<file path="src/core/bst_pkg.sv">
// shared constants and types of the boundary-scan test access port
// assumes nothing of its surroundings; used by bst_tap, its monitor and the bench, not by bst_sync, bst_dreg or the tester
package bst_pkg;

    // register lengths
    localparam int IR_LEN      = 3;
    localparam int BSR_LEN     = 126;
    localparam int ID_LEN      = 32;
    localparam int ID_MFR_LEN  = 11;
    localparam int ID_DEV_LEN  = 16;
    localparam int ID_VER_LEN  = 4;

    // two flip-flops between a pin and the first logic that reads it
    localparam int SYNC_STAGES = 2;

    // instruction codes
    localparam logic [IR_LEN-1:0] IR_EXTEST  = 3'h0;
    localparam logic [IR_LEN-1:0] IR_IDCODE  = 3'h1;
    localparam logic [IR_LEN-1:0] IR_SAMPLE  = 3'h2;
    localparam logic [IR_LEN-1:0] IR_CLAMP   = 3'h3;
    localparam logic [IR_LEN-1:0] IR_HIGHZ   = 3'h4;
    localparam logic [IR_LEN-1:0] IR_BYPASS  = 3'h7;

    // fixed pattern loaded into the instruction shift stages in capture-ir
    localparam logic [IR_LEN-1:0] IR_CAPTURE = 3'h1;
    // instruction after reset and in test-logic-reset
    localparam logic [IR_LEN-1:0] IR_RESET   = IR_IDCODE;

    // constant least significant bit of the identification code
    localparam logic ID_MARKER = 1'h1;

    // value of the bypass stage after capture-dr
    localparam logic BYPASS_CAPTURE = 1'h0;

    // tap controller states
    typedef enum logic [3:0] {
        ST_RESET,
        ST_IDLE,
        ST_SEL_DR,
        ST_CAP_DR,
        ST_SHIFT_DR,
        ST_EXIT1_DR,
        ST_PAUSE_DR,
        ST_EXIT2_DR,
        ST_UPD_DR,
        ST_SEL_IR,
        ST_CAP_IR,
        ST_SHIFT_IR,
        ST_EXIT1_IR,
        ST_PAUSE_IR,
        ST_EXIT2_IR,
        ST_UPD_IR
    } bst_state_e;

endpackage

</file>
<file path="src/core/bst_tap.sv">
// boundary-scan test access port: tap controller, instruction register,
// bypass stage, boundary register and identification register
// assumes the scan pins are asynchronous to ref_clk_i and that the scan
// clock runs at most at one eighth of the ref_clk_i rate
`timescale 1ns/1ps

// Overview of operation
// [RQ1] the controller acts on mode select only at rising scan clock edges
// [RQ2] after reset: test-logic-reset, idcode current, system logic undisturbed
// [RQ3] select-dr holds test registers; low goes capture-dr, high select-ir
// [RQ4] capture-dr loads the selected register if it can; then shift or exit1
// [RQ5] shift-dr shifts the selected register one stage per rising edge
// [RQ6] exit1-dr goes update or pause; pause holds, high goes exit2-dr
// [RQ7] exit2-dr: high goes update-dr, low returns to shift-dr
// [RQ8] update-dr latches shift stages on the falling edge; then idle or select
// [RQ9] select-ir holds registers; low goes capture-ir, high test-logic-reset
// [RQ10] capture-ir loads the fixed pattern; then exit1-ir or shift-ir
// [RQ11] the fixed instruction pattern is binary 001
// [RQ12] shift-ir shifts the instruction stages; current instruction holds
// [RQ13] exit1-ir goes pause or update; pause holds, high goes exit2-ir
// [RQ14] exit2-ir: high goes update-ir, low resumes shift-ir
// [RQ15] the latched code becomes current; then idle or select-dr
// [RQ16] instruction register: three shift stages and three latched bits
// [RQ17] 010 sample/preload, 000 extest select boundary; 111 bypass
// [RQ18] 011 clamp, 100 highz; 001 idcode selects identification
// [RQ19] sample/preload captures pin states and lets new data shift in
// [RQ20] extest drives outputs from boundary latches and captures inputs
// [RQ21] bypass passes scan data through one stage
// [RQ22] idcode captures the device code; test-logic-reset forces idcode
// [RQ23] id code: marker 1, 11-bit maker, 16-bit device, 4-bit version
// [RQ24] highz floats every digital output, bypass in the serial path
// [RQ25] clamp drives outputs from boundary latches, bypass in serial path
// [RQ26] boundary register has 126 shift stages and latched outputs
// [RQ27] identification register has 32 shift stages and 32 latched bits
// [RQ28] scan reset or five clocks with mode select high reach reset
module bst_tap #(
    parameter int                               BSR_LEN  = bst_pkg::BSR_LEN,
    // identity values below are arbitrary
    parameter logic [bst_pkg::ID_VER_LEN-1:0]   VER_CODE = 4'h1,
    parameter logic [bst_pkg::ID_DEV_LEN-1:0]   DEV_CODE = 16'hA5C3,
    parameter logic [bst_pkg::ID_MFR_LEN-1:0]   MFR_CODE = 11'h2B6
) (
    input  wire logic               ref_clk_i,
    input  wire logic               reset_i,
    input  wire logic               scan_clock_pin_i,
    input  wire logic               scan_mode_select_pin_i,
    input  wire logic               scan_data_in_pin_i,
    input  wire logic               scan_reset_n_pin_i,
    input  wire logic [BSR_LEN-1:0] pin_sample_i,
    output logic                    scan_data_out_pin_o,
    output logic                    scan_data_out_oe_o,
    output logic      [BSR_LEN-1:0] bsr_drive_o,
    output logic                    test_drive_en_o,
    output logic                    outputs_hiz_o
);

    localparam int IR_LEN = bst_pkg::IR_LEN;
    localparam int ID_LEN = bst_pkg::ID_LEN;

    typedef struct packed {
        logic                clk_prev;
        bst_pkg::bst_state_e state;
        logic [IR_LEN-1:0]   ir_shift;
        logic [IR_LEN-1:0]   ir_cur;
        logic                bypass;
        logic                tdo;
        logic                tdo_oe;
        logic                drive_en;
        logic                hiz;
    } bst_tap_s;

    bst_tap_s tap;
    bst_tap_s next_tap;

    logic [3:0]        pins_s;
    logic              clk_s;
    logic              tms_s;
    logic              tdi_s;
    logic              trst_n_s;
    logic              rise;
    logic              fall;
    logic              bsr_cap;
    logic              bsr_shift;
    logic              bsr_upd;
    logic              id_cap;
    logic              id_shift;
    logic              id_upd;
    logic              bsr_so;
    logic              id_so;
    logic [ID_LEN-1:0] id_value;

    // boundary register is selected by sample/preload and extest
    function automatic logic sel_bsr(input logic [IR_LEN-1:0] ir);
        sel_bsr = (ir == bst_pkg::IR_SAMPLE) || (ir == bst_pkg::IR_EXTEST); // RQ17
    endfunction

    // identification register is selected by idcode only
    function automatic logic sel_id(input logic [IR_LEN-1:0] ir);
        sel_id = (ir == bst_pkg::IR_IDCODE); // RQ18
    endfunction

    // every other code, clamp and highz among them, uses the bypass stage
    function automatic logic sel_byp(input logic [IR_LEN-1:0] ir);
        sel_byp = !sel_bsr(ir) && !sel_id(ir); // RQ21
    endfunction

    // standard sixteen-state transition table
    function automatic bst_pkg::bst_state_e tap_next(
        input bst_pkg::bst_state_e s,
        input logic                tms
    );
        case (s)
            bst_pkg::ST_RESET:    tap_next = tms ? bst_pkg::ST_RESET : bst_pkg::ST_IDLE;
            bst_pkg::ST_IDLE:     tap_next = tms ? bst_pkg::ST_SEL_DR : bst_pkg::ST_IDLE;
            bst_pkg::ST_SEL_DR:   tap_next = tms ? bst_pkg::ST_SEL_IR : bst_pkg::ST_CAP_DR; // RQ3
            bst_pkg::ST_CAP_DR:   tap_next = tms ? bst_pkg::ST_EXIT1_DR
                                                 : bst_pkg::ST_SHIFT_DR; // RQ4
            bst_pkg::ST_SHIFT_DR: tap_next = tms ? bst_pkg::ST_EXIT1_DR
                                                 : bst_pkg::ST_SHIFT_DR;
            bst_pkg::ST_EXIT1_DR: tap_next = tms ? bst_pkg::ST_UPD_DR
                                                 : bst_pkg::ST_PAUSE_DR; // RQ6
            bst_pkg::ST_PAUSE_DR: tap_next = tms ? bst_pkg::ST_EXIT2_DR
                                                 : bst_pkg::ST_PAUSE_DR; // RQ6
            bst_pkg::ST_EXIT2_DR: tap_next = tms ? bst_pkg::ST_UPD_DR
                                                 : bst_pkg::ST_SHIFT_DR; // RQ7
            bst_pkg::ST_UPD_DR:   tap_next = tms ? bst_pkg::ST_SEL_DR : bst_pkg::ST_IDLE; // RQ8
            bst_pkg::ST_SEL_IR:   tap_next = tms ? bst_pkg::ST_RESET : bst_pkg::ST_CAP_IR; // RQ9
            bst_pkg::ST_CAP_IR:   tap_next = tms ? bst_pkg::ST_EXIT1_IR
                                                 : bst_pkg::ST_SHIFT_IR; // RQ10
            bst_pkg::ST_SHIFT_IR: tap_next = tms ? bst_pkg::ST_EXIT1_IR
                                                 : bst_pkg::ST_SHIFT_IR; // RQ12
            bst_pkg::ST_EXIT1_IR: tap_next = tms ? bst_pkg::ST_UPD_IR
                                                 : bst_pkg::ST_PAUSE_IR; // RQ13
            bst_pkg::ST_PAUSE_IR: tap_next = tms ? bst_pkg::ST_EXIT2_IR
                                                 : bst_pkg::ST_PAUSE_IR; // RQ13
            // the standard ordering wins over the reversed printed levels
            bst_pkg::ST_EXIT2_IR: tap_next = tms ? bst_pkg::ST_UPD_IR
                                                 : bst_pkg::ST_SHIFT_IR; // RQ14
            bst_pkg::ST_UPD_IR:   tap_next = tms ? bst_pkg::ST_SEL_DR : bst_pkg::ST_IDLE; // RQ15
            default:              tap_next = bst_pkg::ST_RESET;
        endcase
    endfunction

    // every scan pin passes two flops before any logic reads it
    bst_sync #(
        .WIDTH (4)
    ) u_sync (
        .ref_clk_i (ref_clk_i),
        .reset_i   (reset_i),
        .async_i   ({scan_reset_n_pin_i, scan_data_in_pin_i,
                     scan_mode_select_pin_i, scan_clock_pin_i}),
        .sync_o    (pins_s)
    );

    assign clk_s    = pins_s[0];
    assign tms_s    = pins_s[1];
    assign tdi_s    = pins_s[2];
    assign trst_n_s = pins_s[3];

    // scan clock edges found on the synchronised level
    assign rise = clk_s && !tap.clk_prev; // RQ1
    assign fall = !clk_s && tap.clk_prev;

    // identification code, marker at the least significant end
    assign id_value = {VER_CODE, DEV_CODE, MFR_CODE, bst_pkg::ID_MARKER}; // RQ23

    // data register strobes; unselected registers see none and so hold
    always_comb begin
        bsr_cap   = rise && (tap.state == bst_pkg::ST_CAP_DR) && sel_bsr(tap.ir_cur); // RQ19
        bsr_shift = rise && (tap.state == bst_pkg::ST_SHIFT_DR) && sel_bsr(tap.ir_cur); // RQ5
        bsr_upd   = fall && (tap.state == bst_pkg::ST_UPD_DR) && sel_bsr(tap.ir_cur); // RQ8
        id_cap    = rise && (tap.state == bst_pkg::ST_CAP_DR) && sel_id(tap.ir_cur); // RQ22
        id_shift  = rise && (tap.state == bst_pkg::ST_SHIFT_DR) && sel_id(tap.ir_cur); // RQ22
        id_upd    = fall && (tap.state == bst_pkg::ST_UPD_DR) && sel_id(tap.ir_cur);
    end

    // boundary register: pin snapshot in, latched drive values out
    bst_dreg #(
        .WIDTH (BSR_LEN)
    ) u_bsr ( // RQ26
        .ref_clk_i      (ref_clk_i),
        .reset_i        (reset_i),
        .capture_i      (bsr_cap),
        .shift_i        (bsr_shift),
        .update_i       (bsr_upd),
        .capture_data_i (pin_sample_i), // RQ20
        .serial_i       (tdi_s),
        .serial_o       (bsr_so),
        .par_o          (bsr_drive_o)
    );

    // identification register; its latched side has no consumer here
    bst_dreg #(
        .WIDTH (ID_LEN)
    ) u_id ( // RQ27
        .ref_clk_i      (ref_clk_i),
        .reset_i        (reset_i),
        .capture_i      (id_cap),
        .shift_i        (id_shift),
        .update_i       (id_upd),
        .capture_data_i (id_value),
        .serial_i       (tdi_s),
        .serial_o       (id_so),
        .par_o          ()
    );

    // controller, instruction register, bypass stage and scan output
    always_comb begin
        next_tap          = tap;
        // parked high while scan reset is seen, so release brings no false rise
        next_tap.clk_prev = trst_n_s ? clk_s : 1'h1;

        if (rise) begin
            next_tap.state = tap_next(tap.state, tms_s); // RQ1
        end

        // instruction shift stages; capture and shift only on rising edges
        if (rise && (tap.state == bst_pkg::ST_CAP_IR)) begin
            next_tap.ir_shift = bst_pkg::IR_CAPTURE; // RQ10 RQ11
        end else if (rise && (tap.state == bst_pkg::ST_SHIFT_IR)) begin
            next_tap.ir_shift = {tdi_s, tap.ir_shift[IR_LEN-1:1]}; // RQ12 RQ16
        end

        // the code becomes current on the falling edge inside update-ir
        if (fall && (tap.state == bst_pkg::ST_UPD_IR)) begin
            next_tap.ir_cur = tap.ir_shift; // RQ14 RQ15
        end

        // bypass stage: loads zero on capture, one stage on shift
        if (sel_byp(tap.ir_cur)) begin
            if (rise && (tap.state == bst_pkg::ST_CAP_DR)) begin
                next_tap.bypass = bst_pkg::BYPASS_CAPTURE; // RQ4
            end else if (rise && (tap.state == bst_pkg::ST_SHIFT_DR)) begin
                next_tap.bypass = tdi_s; // RQ21 RQ24 RQ25
            end
        end

        // scan output changes on falling edges, as the tester expects
        if (fall) begin
            next_tap.tdo_oe = (tap.state == bst_pkg::ST_SHIFT_DR) ||
                              (tap.state == bst_pkg::ST_SHIFT_IR);
            if (tap.state == bst_pkg::ST_SHIFT_IR) begin
                next_tap.tdo = tap.ir_shift[0];
            end else if (sel_bsr(tap.ir_cur)) begin
                next_tap.tdo = bsr_so;
            end else if (sel_id(tap.ir_cur)) begin
                next_tap.tdo = id_so;
            end else begin
                next_tap.tdo = tap.bypass;
            end
        end

        // scan reset acts without waiting for any scan clock edge
        if (!trst_n_s) begin
            next_tap.state = bst_pkg::ST_RESET; // RQ28
        end

        // test-logic-reset keeps idcode current and pins in normal use
        if (next_tap.state == bst_pkg::ST_RESET) begin
            next_tap.ir_cur = bst_pkg::IR_RESET; // RQ2 RQ22
            next_tap.tdo_oe = 1'h0;
        end

        // pin control follows the current instruction in the same cycle
        next_tap.drive_en = (next_tap.ir_cur == bst_pkg::IR_EXTEST) ||
                            (next_tap.ir_cur == bst_pkg::IR_CLAMP); // RQ20 RQ25
        next_tap.hiz      = (next_tap.ir_cur == bst_pkg::IR_HIGHZ); // RQ24
    end

    // a reset value that keeps the pins in normal system use
    always_ff @(posedge ref_clk_i or posedge reset_i) begin
        if (reset_i) begin
            tap.clk_prev <= 1'h1;
            tap.state    <= bst_pkg::ST_RESET; // RQ2
            tap.ir_shift <= bst_pkg::IR_CAPTURE;
            tap.ir_cur   <= bst_pkg::IR_RESET;
            tap.bypass   <= bst_pkg::BYPASS_CAPTURE;
            tap.tdo      <= 1'h0;
            tap.tdo_oe   <= 1'h0;
            tap.drive_en <= 1'h0;
            tap.hiz      <= 1'h0;
        end else begin
            tap <= next_tap;
        end
    end

    assign scan_data_out_pin_o = tap.tdo;
    assign scan_data_out_oe_o  = tap.tdo_oe;
    assign test_drive_en_o     = tap.drive_en;
    assign outputs_hiz_o       = tap.hiz;

endmodule

</file>
<file path="src/core/bst_sync.sv">
// two-stage synchroniser for a group of asynchronous pin levels
// assumes each bit is a slow level; bits may resolve one cycle apart
`timescale 1ns/1ps

module bst_sync #(
    parameter int WIDTH = 1
) (
    input  wire logic             ref_clk_i,
    input  wire logic             reset_i,
    input  wire logic [WIDTH-1:0] async_i,
    output logic      [WIDTH-1:0] sync_o
);

    typedef struct packed {
        logic [WIDTH-1:0] meta;
        logic [WIDTH-1:0] stable;
    } bst_sync_s;

    bst_sync_s sync;
    bst_sync_s next_sync;

    // the first stage is read only by the second
    always_comb begin
        next_sync.meta   = async_i;
        next_sync.stable = sync.meta;
    end

    always_ff @(posedge ref_clk_i or posedge reset_i) begin
        if (reset_i) begin
            sync <= '0;
        end else begin
            sync <= next_sync;
        end
    end

    assign sync_o = sync.stable;

endmodule

</file>
<file path="src/core/bst_dreg.sv">
// test data register: serial shift stages plus a latched parallel output
// assumes capture, shift and update are one-cycle strobes on ref_clk_i
`timescale 1ns/1ps

module bst_dreg #(
    parameter int WIDTH = 32
) (
    input  wire logic             ref_clk_i,
    input  wire logic             reset_i,
    input  wire logic             capture_i,
    input  wire logic             shift_i,
    input  wire logic             update_i,
    input  wire logic [WIDTH-1:0] capture_data_i,
    input  wire logic             serial_i,
    output logic                  serial_o,
    output logic      [WIDTH-1:0] par_o
);

    typedef struct packed {
        logic [WIDTH-1:0] stage;
        logic [WIDTH-1:0] latch;
    } bst_dreg_s;

    bst_dreg_s dreg;
    bst_dreg_s next_dreg;

    // stage 0 faces the serial output; new data enters at the top
    always_comb begin
        next_dreg = dreg;
        if (capture_i) begin
            next_dreg.stage = capture_data_i;
        end else if (shift_i) begin
            next_dreg.stage = {serial_i, dreg.stage[WIDTH-1:1]};
        end
        // latch only on update so the parallel side never ripples
        if (update_i) begin
            next_dreg.latch = dreg.stage;
        end
    end

    always_ff @(posedge ref_clk_i or posedge reset_i) begin
        if (reset_i) begin
            dreg <= '0;
        end else begin
            dreg <= next_dreg;
        end
    end

    assign serial_o = dreg.stage[0];
    assign par_o    = dreg.latch;

endmodule

</file>
<file path="config.mk">
export PLATFORM = sky130hd
export DESIGN_NAME = bst_tap
export DESIGN_NICKNAME = d
export VERILOG_FILES = /design/src/core/bst_pkg.sv /design/src/core/bst_tap.sv /design/src/core/bst_sync.sv /design/src/core/bst_dreg.sv
export SDC_FILE = /design/constraint.sdc
export NUM_CORES = 1
export LEC_CHECK = 0
export ABC_AREA = 1
export BUFFER_PORTS_ARGS = -buffer_cell sky130_fd_sc_hd__buf_2
export CAP_MARGIN = 20
export CORE_MARGIN = 1
export CORE_UTILIZATION = 45
export CTS_CLUSTER_DIAMETER = 100
export DETAILED_ROUTE_END_ITERATION = 7
export GPL_TIMING_DRIVEN = 1
export PLACE_DENSITY_LB_ADDON = 0.2
export SLEW_MARGIN = 15
export SYNTH_ARGS = -nofsm -noshare
export SYNTH_HDL_FRONTEND = slang
export SYNTH_HIERARCHICAL = 1
export SYNTH_SLANG_ARGS = --single-unit
</file>
<file path="constraint.sdc">
create_clock -name ref_clk_i -period 17 [get_ports ref_clk_i]
set_clock_uncertainty 0.05 [all_clocks]
set_input_delay 1.7 -clock ref_clk_i [delete_from_list [all_inputs] [get_ports ref_clk_i]]
set_output_delay 1.7 -clock ref_clk_i [all_outputs]
set_load 0.01 [all_outputs]
</file>
==> flow_summary.json <==
{
  "outcome": "finished clean",
  "initial_core_util_pct": 46.1,
  "track_usage_pct": 20.4,
  "switching_share_pct": 20.9,
  "cp_max_fo": 73,
  "clkPwrFrac_pct": 49.6,
  "place_area_um2": 14800,
  "holdWs_ns": 0.296,
  "cts_tree": "built",
  "yosysWarnings": 6,
  "port_buffers": 261,
  "fin_setup_tns_ns": 0,
  "maxCapViolations": 0,
  "vias": 11008,
  "hold_depth": 0,
  "p_int_uw": 1210,
  "crit_path_top_delay_cell": "nor2_4",
  "grt_pass1_vias": 10677,
  "cts_resized": 0,
  "setup_viol": 0,
  "dr.pass1.iters": 5,
  "crit_family": "simple AND/OR/NAND/NOR gates",
  "area_delta_synth_final_pct": 12.7,
  "rsz0062_at_grt": "false",
  "path_class": "reg -> reg",
  "wl_per_cell_um": 14.5,
  "p_seq_share_pct": 48.1,
  "power.density_nw_per_um2": 95.3,
  "required_ns": 17.33,
  "r2r_start": "tap[12]$_DFF_PP0_",
  "design_area_um2": 16100,
  "cts-root-buf": "clkbuf_16",
  "chipHeight_um": 180,
  "die_w_um": 180,
  "ios": 262,
  "cts_buffers": 36,
  "min_to": "u_sync/sync_o[3]$_DFF_PP0_",
  "fin_cells": 2248,
  "r2r_cells": 10,
  "clock_latency_ns": 0.50,
  "min_period_over_period_pct": 20.0,
  "grt_pass1_wl_um": 54700,
  "ant_nets": 0,
  "antenna_found_initial": 1,
  "synthesis.area_um2": 14300,
  "ir_worst_vdd_mv": 0.0595,
  "worstReg2RegEnd": "u_bsr/dreg[216]$_DFFE_PP0P_",
  "drv_slew": 0,
  "critical_path_arrival_ns": 3.72,
  "layout.nets": 1960,
  "dp_hpwl_um": 20200,
  "r2r_slack_ns": 13.61,
  "drive_gt1_share_pct": 19.0,
  "synth_area_per_cell_um2": 8.35,
  "worst_pin_slew_ns": 1.03,
  "postCtsSetupRepairBufs": 0,
  "critPathCaptureType": "flop",
  "max_freq_mhz": 295,
  "drt-vias-per-instance": 4.90,
  "power_leakage_uw": 0.00769,
  "ctsHoldBuffers": 0,
  "core_um2": 30900,
  "dieArea_um2": 32400,
  "slowest_delay_ns": 0.69,
  "first_iter_violations": 813,
  "dp.cells": 2184,
  "fin_crit_ns": 3.39,
  "path_buf_inv": 3,
  "synthCells": 1709,
  "power_frac_comb_pct": 2.4,
  "htreeDepth": 2,
  "critPathLaunchType": "flop",
  "power_switching_uw": 319,
  "hp-start": "u_sync/next_sync[3]$_DFF_PP0_",
  "clock_sinks": 308,
  "cts.clk_slew.worst_paths_ns": 0.06,
  "wl_um": 32500,
  "grt_max_degree": 114,
  "crit_chain": "nor2_2, inv_1, nor3_1, nand2_1, nor2_4, buf_4, nor2_4, buf_4, nand2_1, nand3_1",
  "gp_congestion": 0.851,
  "rows": 64,
  "drc": 0,
  "cts_buffer_depth": 3,
  "gr-total-overflow": 0,
  "hold_path.class": "reg -> reg",
  "relSlewSlack_pct": 31.0,
  "hold_viol": 0
}
[flip-flops by register name (all words and copies together) (netlist names)]
register             count
u_id/serial_o            1
u_id/dreg               31
u_bsr/par_o            126
u_bsr/dreg             125
u_sync/next_sync         4
outputs_hiz_o            1
u_sync/sync_o            4
test_drive_en_o          1
scan_data_out_pin_o      1
u_bsr/serial_o           1
tap                     12
scan_data_out_oe_o       1
[area by class of cell]
| cell class | count | area [um2] |
|---|---|---|
| diodes | 1 | 2.50 |
| clock buffers | 55 | 1110 |
| clock inverters | 6 | 61.3 |
| fillers | 2978 | 14800 |
| inverters | 159 | 607 |
| multi-input cells | 1046 | 4610 |
| flip-flops and latches | 308 | 7710 |
| well taps | 396 | 495 |
| repair buffers | 277 | 1470 |
[power groups by stage]
| stage | clock, uW | sequential (uW) | combinational [uW] |
|---|---|---|---|
| 5_1_grt | 811 | 736 | 41.6 |
| 6_report | 759 | 736 | 36.1 |
| 3_3_place_gp | 0 | 749 | 37.0 |
| 2_1_floorplan | 0 | 749 | 14.3 |
| 4_1_cts | 780 | 736 | 36.8 |
| 3_5_place_dp | 0 | 749 | 36.8 |
[how the worst max path moves through the flow]
| stage | from | to | cells after the start |
|---|---|---|---|
| 6_report | tap[12]$_DFF_PP0_ | u_bsr/dreg[216]$_DFFE_PP0P_ | 10 |
| 5_1_grt | tap[11]$_DFF_PP0_ | u_bsr/dreg[209]$_DFFE_PP0P_ | 10 |
| 4_1_cts | reset_i | u_bsr/dreg[180]$_DFFE_PP0P_ | 4 |
| 3_5_place_dp | reset_i | u_bsr/dreg[180]$_DFFE_PP0P_ | 4 |
| 3_3_place_gp | reset_i | u_bsr/par_o[54]$_DFFE_PP0P_ | 4 |
| 2_1_floorplan | reset_i | u_bsr/dreg[127]$_DFFE_PP0P_ | 1 |
[layout by cell type (no fill, tap or decap), drive strengths merged]
master and count:
clkinvlp 1, a21oi 6, o21ai 136, nand3 331
o21bai 1, buf 277, diode 1, dfrtp 305
inv 159, nor2 33, conb 32, o22ai 1
clkbuf 55, dfstp 3, bufinv 1, nand2 500
nor3 2, a31oi 2, clkinv 4, nand4 2
[per-layer routing]
metal | global-route usage [%] | vias to the layer above | share of wire (%)
li1 | - | 5502 | -
met1 | 28.7 | 5121 | 47
met2 | 32.7 | 338 | 46
met3 | 3.62 | 47 | 5.5
met4 | 5.30 | 0 | 2.1
met5 | 0 | - | 0
[worst reg2reg max path, stage by stage (launching register included)]
cell and delay [ns]:
dfrtp_1 0.49, nor2_2 0.22, inv_1 0.09, nor3_1 0.22
nand2_1 0.20, nor2_4 0.69, buf_4 0.57, nor2_4 0.06
buf_4 0.37, nand2_1 0.23, nand3_1 0.08
[per-stage QoR]
step	power, uW	utilization [%]	setup WS (ns)
floorplan	763	-	8.32
global placement	786	48.0	12.60
detailed placement	786	48.0	12.60
CTS	1550	51.8	13.14
global route	1590	52.0	13.28
finish	1530	52.0	13.61
Note: power is estimated with default switching activity, not from simulation.
